`src/shared/sfrbk_pkg.sv`:
```
// Summary of operation
// - status bit 3 reads one once the brightness ramp has finished, zero while ramping
// - status bit 2 reads one when the external thermistor is absent
// - status bit 1 reads one when the external cold limit is detected
// - status bit 0 reads one when the external hot limit is detected
// - protection bit 6 flags input supply overvoltage
// - protection bit 5 flags input supply undervoltage lockout
// - protection bit 4 flags thermal shutdown, bit 3 boost overcurrent
// - protection bit 2 flags boost output overvoltage
// - protection bit 1 flags power-line switch overcurrent
// - protection bit 0 flags charge pump output too low
// - string bit 5 open, bit 4 shorted, bits 3:0 one-hot affected string
// - writing one to clear register bit 0 clears latched faults; bit is write-only
// - revision register: full-layer revision bits 7:4, interconnect mask revision bits 3:0
// - die temperature 11 bits: high byte bits 2:0, low byte eight bits
// - reading temperature high byte latches full value for the later low byte read
// - reading sink level high byte latches sink level and duty together
// - status, protection, string fault and clear registers reset to zero
// - duty readback high byte at 0x17, low at 0x18, from latched data
package sfrbk_pkg;
    localparam logic [7:0] ADDR_CONDITION  = 8'h0e;
    localparam logic [7:0] ADDR_PROTECTION = 8'h0f;
    localparam logic [7:0] ADDR_STRING     = 8'h10;
    localparam logic [7:0] ADDR_CLEAR      = 8'h11;
    localparam logic [7:0] ADDR_REVISION   = 8'h12;
    localparam logic [7:0] ADDR_HEAT_HIGH  = 8'h13;
    localparam logic [7:0] ADDR_HEAT_LOW   = 8'h14;
    localparam logic [7:0] ADDR_SINK_HIGH  = 8'h15;
    localparam logic [7:0] ADDR_SINK_LOW   = 8'h16;
    localparam logic [7:0] ADDR_DUTY_HIGH  = 8'h17;
    localparam logic [7:0] ADDR_DUTY_LOW   = 8'h18;
    localparam int         CLEAR_BIT       = 0;
    localparam logic [7:0] RESET_BYTE      = 8'h00;
    // arbitrary revision values
    localparam logic [3:0] FULL_LAYER_REV  = 4'h1;
    localparam logic [3:0] INTERCONNECT_MASK_REV = 4'h0;
endpackage : sfrbk_pkg

```
`src/design/sfrbk_bank.sv`:
```
`timescale 1ns/1ps
module sfrbk_bank
(
    input  wire logic        CLK,            // register clock
    input  wire logic        RESETN,         // sync reset, active low
    input  wire logic        RD_STB,         // one-cycle read strobe
    input  wire logic        WR_STB,         // one-cycle write strobe
    input  wire logic [7:0]  ADDR,           // register address
    input  wire logic [7:0]  WDATA,          // write data
    output logic      [7:0]  RDATA,          // read data, valid cycle after RD_STB
    input  wire logic        RAMP_FINISHED,  // brightness ramp done (async)
    input  wire logic        THERM_ABSENT,   // thermistor absent (async)
    input  wire logic        EXT_COLD,       // external cold limit (async)
    input  wire logic        EXT_HOT,        // external hot limit (async)
    input  wire logic [6:0]  PROT_EVENTS,    // protection events, bit = flag (async)
    input  wire logic        STRING_OPEN,    // open string event (async)
    input  wire logic        STRING_SHORT,   // shorted string event (async)
    input  wire logic [3:0]  STRING_SEL,     // one-hot affected string (async)
    input  wire logic [10:0] DIE_HEAT,       // die temperature sample, same clock
    input  wire logic [11:0] SINK_LEVEL,     // sink level sample, same clock
    input  wire logic [15:0] DUTY            // duty sample, same clock
);
    // three-stage synchronisers for asynchronous condition inputs
    localparam int NSYNC = 17;
    logic [NSYNC-1:0] async_in;
    logic [NSYNC-1:0] s1_ff, s2_ff, s3_ff;
    logic [NSYNC-1:0] clean_ff;
    assign async_in = {STRING_SEL, STRING_SHORT, STRING_OPEN, PROT_EVENTS,
                       RAMP_FINISHED, THERM_ABSENT, EXT_COLD, EXT_HOT};

    always_ff @(posedge CLK)
    begin
        if (!RESETN)
        begin
            s1_ff <= '0;
            s2_ff <= '0;
            s3_ff <= '0;
        end
        else
        begin
            s1_ff <= async_in;
            s2_ff <= s1_ff;
            s3_ff <= s2_ff;
        end
    end

    // change accepted once stages two and three agree
    always_ff @(posedge CLK)
    begin
        if (!RESETN)
            clean_ff <= '0;
        else
            for (int i = 0; i < NSYNC; i++)
                if (s2_ff[i] == s3_ff[i])
                    clean_ff[i] <= s3_ff[i];
    end

    logic [3:0] cond_live;
    logic [6:0] prot_live;
    logic       open_live, short_live;
    logic [3:0] sel_live;
    assign cond_live  = clean_ff[3:0];
    assign prot_live  = clean_ff[10:4];
    assign open_live  = clean_ff[11];
    assign short_live = clean_ff[12];
    assign sel_live   = clean_ff[16:13];

    logic clear_hit;
    assign clear_hit = WR_STB && (ADDR == sfrbk_pkg::ADDR_CLEAR) && WDATA[sfrbk_pkg::CLEAR_BIT];

    // condition flags follow live state, not latched
    logic [3:0] cond_ff;
    always_ff @(posedge CLK)
    begin
        if (!RESETN)
            cond_ff <= sfrbk_pkg::RESET_BYTE[3:0];
        else
            cond_ff <= cond_live;
    end

    // sticky faults; an event in the clear cycle wins
    logic [6:0] prot_ff;
    always_ff @(posedge CLK)
    begin
        if (!RESETN)
            prot_ff <= sfrbk_pkg::RESET_BYTE[6:0];
        else
            prot_ff <= (clear_hit ? 7'h00 : prot_ff) | prot_live;
    end

    logic       open_ff, short_ff;
    logic [3:0] sel_ff;
    always_ff @(posedge CLK)
    begin
        if (!RESETN)
        begin
            open_ff  <= 1'b0;
            short_ff <= 1'b0;
            sel_ff   <= 4'h0;
        end
        else
        begin
            open_ff  <= (open_ff & ~clear_hit) | open_live;
            short_ff <= (short_ff & ~clear_hit) | short_live;
            if (open_live || short_live)
                sel_ff <= sel_live;
            else if (clear_hit)
                sel_ff <= 4'h0;
        end
    end

    // snapshot latched on high-byte read so byte pairs stay coherent
    logic        rd_heat_high, rd_sink_high;
    logic [10:0] heat_snap_ff;
    logic [11:0] sink_snap_ff;
    logic [15:0] duty_snap_ff;
    assign rd_heat_high = RD_STB && (ADDR == sfrbk_pkg::ADDR_HEAT_HIGH);
    assign rd_sink_high = RD_STB && (ADDR == sfrbk_pkg::ADDR_SINK_HIGH);

    always_ff @(posedge CLK)
    begin
        if (!RESETN)
            heat_snap_ff <= 11'h000;
        else if (rd_heat_high)
            heat_snap_ff <= DIE_HEAT;
    end

    always_ff @(posedge CLK)
    begin
        if (!RESETN)
        begin
            sink_snap_ff <= 12'h000;
            duty_snap_ff <= 16'h0000;
        end
        else if (rd_sink_high)
        begin
            sink_snap_ff <= SINK_LEVEL;
            duty_snap_ff <= DUTY;
        end
    end

    // temperature and sink level high bytes answer with the fresh sample they latch; duty high byte reads the snapshot
    logic [7:0] nxt_rdata;
    always_comb
    begin
        nxt_rdata = 8'h00;
        case (ADDR)
            sfrbk_pkg::ADDR_CONDITION:  nxt_rdata = {4'h0, cond_ff};
            sfrbk_pkg::ADDR_PROTECTION: nxt_rdata = {1'b0, prot_ff};
            sfrbk_pkg::ADDR_STRING:     nxt_rdata = {2'b00, open_ff, short_ff, sel_ff};
            sfrbk_pkg::ADDR_REVISION:   nxt_rdata = {sfrbk_pkg::FULL_LAYER_REV,
                                                     sfrbk_pkg::INTERCONNECT_MASK_REV};
            sfrbk_pkg::ADDR_HEAT_HIGH:  nxt_rdata = {5'h00, DIE_HEAT[10:8]};
            sfrbk_pkg::ADDR_HEAT_LOW:   nxt_rdata = heat_snap_ff[7:0];
            sfrbk_pkg::ADDR_SINK_HIGH:  nxt_rdata = {4'h0, SINK_LEVEL[11:8]};
            sfrbk_pkg::ADDR_SINK_LOW:   nxt_rdata = sink_snap_ff[7:0];
            sfrbk_pkg::ADDR_DUTY_HIGH:  nxt_rdata = duty_snap_ff[15:8];
            sfrbk_pkg::ADDR_DUTY_LOW:   nxt_rdata = duty_snap_ff[7:0];
            default:                    nxt_rdata = 8'h00; // clear register is write-only
        endcase
    end

    always_ff @(posedge CLK)
    begin
        if (!RESETN)
            RDATA <= 8'h00;
        else if (RD_STB)
            RDATA <= nxt_rdata;
    end

    // assertions
    AST_CLEAR_DROPS: assert property (@(posedge CLK) disable iff (!RESETN)
        clear_hit && !prot_live[6] |=> !prot_ff[6])
        else $error("clear write did not drop overvoltage flag");
    AST_STICKY: assert property (@(posedge CLK) disable iff (!RESETN)
        prot_ff[5] && !clear_hit |=> prot_ff[5])
        else $error("fault flag fell without clear");
    AST_SET_WINS: assert property (@(posedge CLK) disable iff (!RESETN)
        clear_hit && prot_live[4] |=> prot_ff[4])
        else $error("event lost in clear cycle");
    AST_RAMP_BIT: assert property (@(posedge CLK) disable iff (!RESETN)
        RD_STB && ADDR == sfrbk_pkg::ADDR_CONDITION |=> RDATA[3] == $past(cond_ff[3]))
        else $error("ramp bit readback mismatch");
    AST_COND_RSV: assert property (@(posedge CLK) disable iff (!RESETN)
        $past(RD_STB) && $past(ADDR) == sfrbk_pkg::ADDR_CONDITION |-> RDATA[7:4] == 4'h0)
        else $error("reserved condition bits nonzero");
    AST_HEAT_PAIR: assert property (@(posedge CLK) disable iff (!RESETN)
        rd_heat_high ##1 (RD_STB && ADDR == sfrbk_pkg::ADDR_HEAT_LOW) |=>
        RDATA == $past(DIE_HEAT[7:0], 2))
        else $error("temperature low byte not from latched sample");
    AST_DUTY_LATCH: assert property (@(posedge CLK) disable iff (!RESETN)
        rd_sink_high |=> duty_snap_ff == $past(DUTY))
        else $error("duty not latched with sink level");
    AST_STRING_ONEHOT: assert property (@(posedge CLK) disable iff (!RESETN)
        (open_live || short_live) && $onehot(sel_live) |=> $onehot(sel_ff))
        else $error("string indicator not one-hot");
    AST_REV: assert property (@(posedge CLK) disable iff (!RESETN)
        RD_STB && ADDR == sfrbk_pkg::ADDR_REVISION |=> RDATA[7:4] == sfrbk_pkg::FULL_LAYER_REV)
        else $error("revision field wrong");
    AST_RESET: assert property (@(posedge CLK)
        !RESETN |=> prot_ff == 7'h00 && !open_ff && cond_ff == 4'h0)
        else $error("flags not zero after reset");

    COV_CLEAR: cover property (@(posedge CLK) disable iff (!RESETN) prot_ff != 7'h00 ##1 clear_hit);
    COV_HEAT: cover property (@(posedge CLK) disable iff (!RESETN)
        rd_heat_high ##1 (RD_STB && ADDR == sfrbk_pkg::ADDR_HEAT_LOW));
    COV_SINK: cover property (@(posedge CLK) disable iff (!RESETN)
        rd_sink_high ##[1:4] (RD_STB && ADDR == sfrbk_pkg::ADDR_DUTY_LOW));
    COV_OPEN: cover property (@(posedge CLK) disable iff (!RESETN) $rose(open_ff));
endmodule // sfrbk_bank

```
`config.mk`:
```
export PLATFORM = sky130hd
export DESIGN_NAME = sfrbk_bank
export DESIGN_NICKNAME = d
export VERILOG_FILES = /design/src/shared/sfrbk_pkg.sv /design/src/design/sfrbk_bank.sv
export SDC_FILE = /design/constraint.sdc
export NUM_CORES = 1
export LEC_CHECK = 0
export ABC_CLOCK_PERIOD_IN_PS = 2170
export BUFFER_PORTS_ARGS = -buffer_cell sky130_fd_sc_hd__buf_2
export CAP_MARGIN = 20
export CORE_ASPECT_RATIO = 1.1
export CORE_MARGIN = 4
export CORE_UTILIZATION = 55
export DETAILED_ROUTE_END_ITERATION = 6
export PLACE_DENSITY = 0.86
export SYNTH_ARGS = -nofsm -noshare
export SYNTH_HDL_FRONTEND = slang
export SYNTH_SLANG_ARGS = --single-unit
```
`constraint.sdc`:
```
create_clock -name CLK -period 2.17 [get_ports CLK]
set_clock_uncertainty 0.05 [all_clocks]
set_input_delay 0.1085 -clock CLK [delete_from_list [all_inputs] [get_ports CLK]]
set_output_delay 0.1085 -clock CLK [all_outputs]
set_load 0.05 [all_outputs]
```
==> results_dict.tcl, run 1 <==
set metrics [dict create \
    area_delta_synth_final_pct 33.2 \
    tightest_slew_ns 0.508 \
    synth-seq-cells 125 \
    port_buffers 76 \
    setup_viol 0 \
    root_buffer "clkbuf_8" \
    min_period_over_period 0.618 \
    peakVddDrop_uv 747 \
    hpwl_um 6800 \
    syn_inst 486 \
    p_leak_uw 0.00251 \
    ys_warn_count 0 \
    hold_violations 0 \
    drt_iter0_drc 169 \
    nets 689 \
    fp.dieH_um 106 \
    grt_remaining_overflow 0 \
    track_usage 0.229 \
    fmax_mhz 746 \
    grt_max_degree 127 \
    fillers 577 \
    cts_max_path_buffers 2 \
    cts.sinks 125 \
    synth_nets 562 \
    synth_area_leaders "dfxtp_1, and2_1, nand2_1" \
    vias_per_cell 5.17 \
    dieArea_um2 10200 \
    dr.pass1.iters 4 \
    hold_path_depth 4 \
    rows 35 \
    crit_top_cell "a21oi_1" \
    ios 84 \
    cts_tree "built" \
    ys_seq_area_frac 0.526 \
    drt_wl_total_um 11100 \
    power_density_nw_per_um2 882 \
    antenna_found_initial 0 \
    cp_slowest_cell "dlygate4sd3_1" \
    synth_edf_count 0 \
    num_antenna_cells 0 \
    fin_area_um2 6340 \
    status "finished clean" \
    cpPeakStageDelay_ns 0.53 \
    slew_headroom 0.660 \
    drc 0 \
    num_vias 3802 \
    ys.flop_type "dfxtp_1" \
    ant_nets 0 \
    cts_hold_buf 52 \
    crit_required_ns 2.56 \
    final-max-slew-violation-count 0 \
    cts_setup_buffers 0 \
    gp_congestion 0.829 \
    grt_pass1_wl_um 18800 \
    synth_top_area_cell "dfxtp_1" \
    crit_fanout 12 \
    min_period_ns 1.34 \
    worst_setup_path_start_kind "input port" \
    post_drt_wl_per_cell_um 15.1 \
    rr_worst_depth 4 \
    yosysUniqueCellTypes 33 \
    synth_top_area_share 0.526 \
    post_cts_resized 0 \
    critPathKind "in -> reg" \
    clk_pin_slew_worst_paths_ns 0.06 \
    drive_gt1_frac 0.224 \
    initial_utilization 0.566 \
    endpoint_kind "flop" \
    synth.avg_cell_area_um2 9.79 \
    path_depth 7 \
    postPlaceCellArea_um2 5190 \
    coreArea_um2 8410 \
    async_flop_share 0 \
    cp.arrival_ns 1.73 \
    cp_num_buf_inv 3 \
    hold_class "in -> reg" \
    rsz0062_at_grt "no" \
    grt_pass1_vias 3862 \
    clock_latency_ns 0.51 \
    cts_buffers 17 \
    tns_ns 0 \
    synth_area_um2 4760 \
    cap_violations 0 \
    fp.dieW_um 96.7 \
    htreeDepth 4 \
    cp_cell_sequence "dlygate4sd3_1 > buf_2 > nand2_1 > a21oi_1 > buf_4 > o21ai_0 > a21oi_1" \
    crit_family "buffers and inverters" \
]
[state kept, by name (all words and copies together) (netlist names), 4 cells and up]
name and count:
sel_ff 4, duty_snap_ff 16, s2_ff 17, sink_snap_ff 8, RDATA 8, cond_ff 4
s1_ff 17, heat_snap_ff 8, prot_ff 7, s3_ff 17, clean_ff 17
[power by group]
part	switching [uW]	internal, uW
logic	116	170
registers	14.8	2340
clock network	1070	1890
total	1200	4390
[layout make-up]
cell class | instances | area, um2 | share of cell area
tap | 111 | 139 | 0.0219
clock inverter | 14 | 208 | 0.0328
clock buffer | 17 | 414 | 0.0654
timing repair buffer | 137 | 981 | 0.155
multi-input combinational | 332 | 2090 | 0.330
sequential | 125 | 2500 | 0.395
[per-layer routing]
metal,track usage,wire (um)
met5,0,0
met4,0.0863,274
met3,0.0622,574
met2,0.410,5720
met1,0.261,4550
[worst reg2reg max path, delay by kind of cell (launching register included)]
| family | cells | cell delay (ns) |
|---|---|---|
| DFF | 1 | 0.31 |
| and+or+nand+nor | 1 | 0.07 |
| AOI/OAI and AO/OA | 2 | 0.40 |
| muxes | 1 | 0.29 |
[synth_stat cells (all sizes together), types with 2 or more instances]
cell and count:
a22o 4, a22oi 6, nand2 73, nand3 8, and3 4, mux2i 24, clkbuf 18, a21boi 45
o21ai 36, buf 11, nand4 2, and2 55, nor2 6, and3b 2, dfxtp 125, o22ai 6
nor3 2, nand3b 3, nor2b 29, a21oi 20
[path summary, 6_finish.rpt]
| kind | slack [ns] | end | from |
|---|---|---|---|
| max | 0.83 | RDATA[1] | RD_STB |
| min | 0.02 | RDATA[3] | ADDR[6] |
| max reg2reg | 0.95 | RDATA[6] | duty_snap_ff[14] |
| min reg2reg | 0.38 | s2_ff[13] | s1_ff[13] |
[cell usage in the layout, fill, tap and decap left out, types with 2 or more instances in the layout]
master,n
a21boi_0,25
a21boi_2,20
a21oi_1,20
a22o_1,4
a22oi_1,6
and2_1,55
and3_1,4
and3b_1,2
buf_2,76
buf_4,8
bufinv_16,4
clkbuf_16,16
clkinv_4,2
clkinvlp_4,2
dfxtp_1,125
dlygate4sd3_1,52
inv_6,5
mux2i_1,24
nand2_1,73
nand3_1,7
nand3b_1,3
nand4_1,2
nor2_1,6
nor2b_1,29
o21ai_0,36
o22ai_1,6
[cells by family after synthesis]
kind of cell | count (synthesis) | synth area share
AO/OA/AOI/OAI | 122 | 0.179
buffers and inverters | 29 | 0.0339
flip-flops | 125 | 0.526
multiplexers | 25 | 0.0529
AND/OR/NAND/NOR | 185 | 0.208
[stage by stage]
step / std cells / hold slack (ns) / power, uW / utilization / setup slack [ns]
after global routing: 736 / 0.0344 / 5770 / 0.754 / 0.716
after CTS: 736 / 0.00251 / 5610 / 0.754 / 0.860
after detailed placement: 653 / 0.267 / 2610 / 0.618 / 0.446
after global placement: 653 / 0.263 / 2600 / 0.618 / 0.504
final: 736 / 0.0163 / 5590 / 0.754 / 0.830
after floorplan: 486 / 0.186 / 2520 / - / 0.859
(Power assumes the default switching activity.)
==> run 2: changes to the inputs <==
--- a/config.mk
+++ b/config.mk
@@ -5,7 +5,8 @@
 export SDC_FILE = /design/constraint.sdc
 export NUM_CORES = 1
 export LEC_CHECK = 0
-export ABC_CLOCK_PERIOD_IN_PS = 2170
+export ABC_AREA = 1
+export ABC_CLOCK_PERIOD_IN_PS = 1290
 export BUFFER_PORTS_ARGS = -buffer_cell sky130_fd_sc_hd__buf_2
 export CAP_MARGIN = 20
 export CORE_ASPECT_RATIO = 1.1
==> constraint.sdc (replaced) <==
create_clock -name CLK -period 1.29 [get_ports CLK]
set_clock_uncertainty 0.05 [all_clocks]
set_input_delay 0.0645 -clock CLK [delete_from_list [all_inputs] [get_ports CLK]]
set_output_delay 0.0645 -clock CLK [all_outputs]
set_load 0.05 [all_outputs]
==> results_dict.tcl, run 2 <==
set metrics [dict create \
    cts_buffers 17 \
    rows 34 \
    htreeDepth 4 \
    initial_utilization 0.576 \
    synth_area_leaders "dfxtp_1, inv_1, nand2_1" \
    grt_max_degree 33 \
    crit_required_ns 1.18 \
    tns_ns 0 \
    post_drt_wl_per_cell_um 14.3 \
    ys.flop_type "dfxtp_1" \
    gp_congestion 0.856 \
    slew_headroom 0.766 \
    cts_setup_buffers 0 \
    final-max-slew-violation-count 0 \
    peakVddDrop_uv 1190 \
    nets 813 \
    endpoint_kind "output pin" \
    fmax_mhz 813 \
    p_leak_uw 0.00307 \
    pwr-share-seq 0.418 \
    yosysUniqueCellTypes 24 \
    root_buffer "clkbuf_8" \
    ios 84 \
    p_int_uw 7370 \
    hold_violations 0 \
    wl_met1_um 4640 \
    status "finished clean" \
    hpwl_um 7320 \
    wl_met2_um 6450 \
    synth-seq-cells 125 \
    clock_latency_ns 0.52 \
    tightest_slew_ns 0.347 \
    cts_max_path_buffers 2 \
    grt_remaining_overflow 0 \
    synth_edf_count 0 \
    power_density_nw_per_um2 1500 \
    vias_per_cell 5.03 \
    p_switching_uw 2120 \
    fp.dieH_um 104 \
    ys_warn_count 0 \
    comb_power_share 0.052 \
    drt_iter0_drc 185 \
    cts.sinks 125 \
    min_period_ns 1.23 \
    setup_ws_ns 0.0604 \
    antenna_found_initial 1 \
    drt_wl_total_um 12300 \
    drc 0 \
    layout_commonest_cell "dfxtp_1" \
    maxUsedRoutingLayer "met4" \
    synth_top_area_share 0.538 \
    cpPeakStageDelay_ns 0.33 \
    coreArea_um2 8080 \
    place_ws_ns -0.114 \
    min_period_over_period 0.953 \
    synth_nets 673 \
    critPathKind "reg -> out" \
    cp_num_buf_inv 1 \
    syn_inst 597 \
    switching_share 0.223 \
    cap_violations 0 \
    synth_top_area_cell "dfxtp_1" \
    rsz0062_at_grt "no" \
    path_depth 1 \
    port_buffers 76 \
    synth_area_um2 4650 \
    area_delta_synth_final_pct 35.7 \
    crit_family "flip-flops" \
    final_cell_mix "dfxtp_1, inv_1, nand2_1, buf_2, a21oi_1" \
    synth.avg_cell_area_um2 7.79 \
    crit_fanout 2 \
    num_vias 4318 \
    async_flop_share 0 \
    dieArea_um2 10000 \
    met3_length_um 750 \
    hold_path_depth 7 \
    cp_cell_sequence "buf_2" \
    synthTopCellsByCount "dfxtp_1, inv_1, nand2_1, a21oi_1, o21ai_0" \
    grt_pass1_vias 4340 \
    yosysMostFrequentCell "dfxtp_1" \
    rr_worst_depth 4 \
    fp.dieW_um 95.7 \
    dr.pass1.iters 5 \
    hold_class "in -> reg" \
    r2r_setup_slack_ns 0.16 \
    power_uw 9490 \
    clk_pin_slew_worst_paths_ns 0.06 \
    worst_setup_path_start_kind "flop" \
    setup_viol 0 \
    track_usage 0.257 \
    cp.arrival_ns 1.12 \
    cp_slowest_cell "dfxtp_1" \
    p_clk_frac 0.530 \
    ys_seq_area_frac 0.538 \
    fillers 530 \
    cts_tree "built" \
    ant_nets 0 \
    drive_gt1_frac 0.195 \
    grt_pass1_wl_um 19600 \
]
run 2: cell count changes in the layout (fill, tap and decap cells not counted), sizes merged, moves of 6 or more:
cell and delta:
a21boi -45, nor2b -29, and2 -55, a21oi +51, mux2i -24, o21ai +17, nand3 +36, nand2 +37
a22oi -6, inv +105, buf +8, nor2 +48
run 2: cells by family (layout without fill, tap and decap cells):
| kind of cell | Yosys count | in the layout | synth area share |
|---|---|---|---|
| buffers and inverters | 130 | 283 | 0.118 |
| AO/OA/AOI/OAI | 130 | 130 | 0.143 |
| other | 0 | 1 | 0 |
| flip-flops | 125 | 125 | 0.538 |
| AND/OR/NAND/NOR | 212 | 212 | 0.201 |
run 2: path summary, 6_finish.rpt:
kind | end | start
setup / recovery | RDATA[7] | RDATA[7]
hold / removal | RDATA[2] | DIE_HEAT[10]
setup reg to reg | RDATA[6] | duty_snap_ff[6]
hold reg to reg | s2_ff[11] | s1_ff[11]
run 2: cell type report:
class | count | area (um2) | share of cell area
flip-flops and latches | 125 | 2500 | 0.396
multi-input cells | 342 | 1610 | 0.255
repair buffers | 145 | 1040 | 0.165
clock buffers | 18 | 418 | 0.0662
inverters | 106 | 398 | 0.0630
clock inverters | 14 | 209 | 0.0331
well taps | 108 | 135 | 0.0214
diodes | 1 | 2.50 | 0.000396
run 2: power by group through the flow:
stage / logic, uW / registers, uW / clock network [uW]
final: 497 / 3960 / 5030
after global routing: 549 / 3970 / 5280
after CTS: 482 / 3960 / 5080
after detailed placement: 357 / 4040 / 0
after global placement: 345 / 4040 / 0
after floorplan: 196 / 4040 / 0
run 2: metrics by stage:
stage	hold WS [ns]	util	std cells	instance area (um2)
after floorplan	0.112	-	597	4650
after global placement	0.194	0.639	775	5170
after CTS	0.00259	0.780	858	6300
after global routing	0.0509	0.781	859	6310
after detailed placement	0.199	0.639	775	5170
final	0.0122	0.781	859	6310
run 2: timing repair:
action,CTS,global route
gates resized for setup,0,2
hold endpoints to repair,68,0
setup endpoints to repair,0,3
hold buffers,51,0
run 2: routing by layer:
| layer | track usage | vias to the layer above |
|---|---|---|
| met1 | 0.273 | 1972 |
| met2 | 0.455 | 156 |
| met5 | 0 | - |
| met3 | 0.0825 | 38 |
| met4 | 0.114 | 0 |
| li1 | - | 2152 |
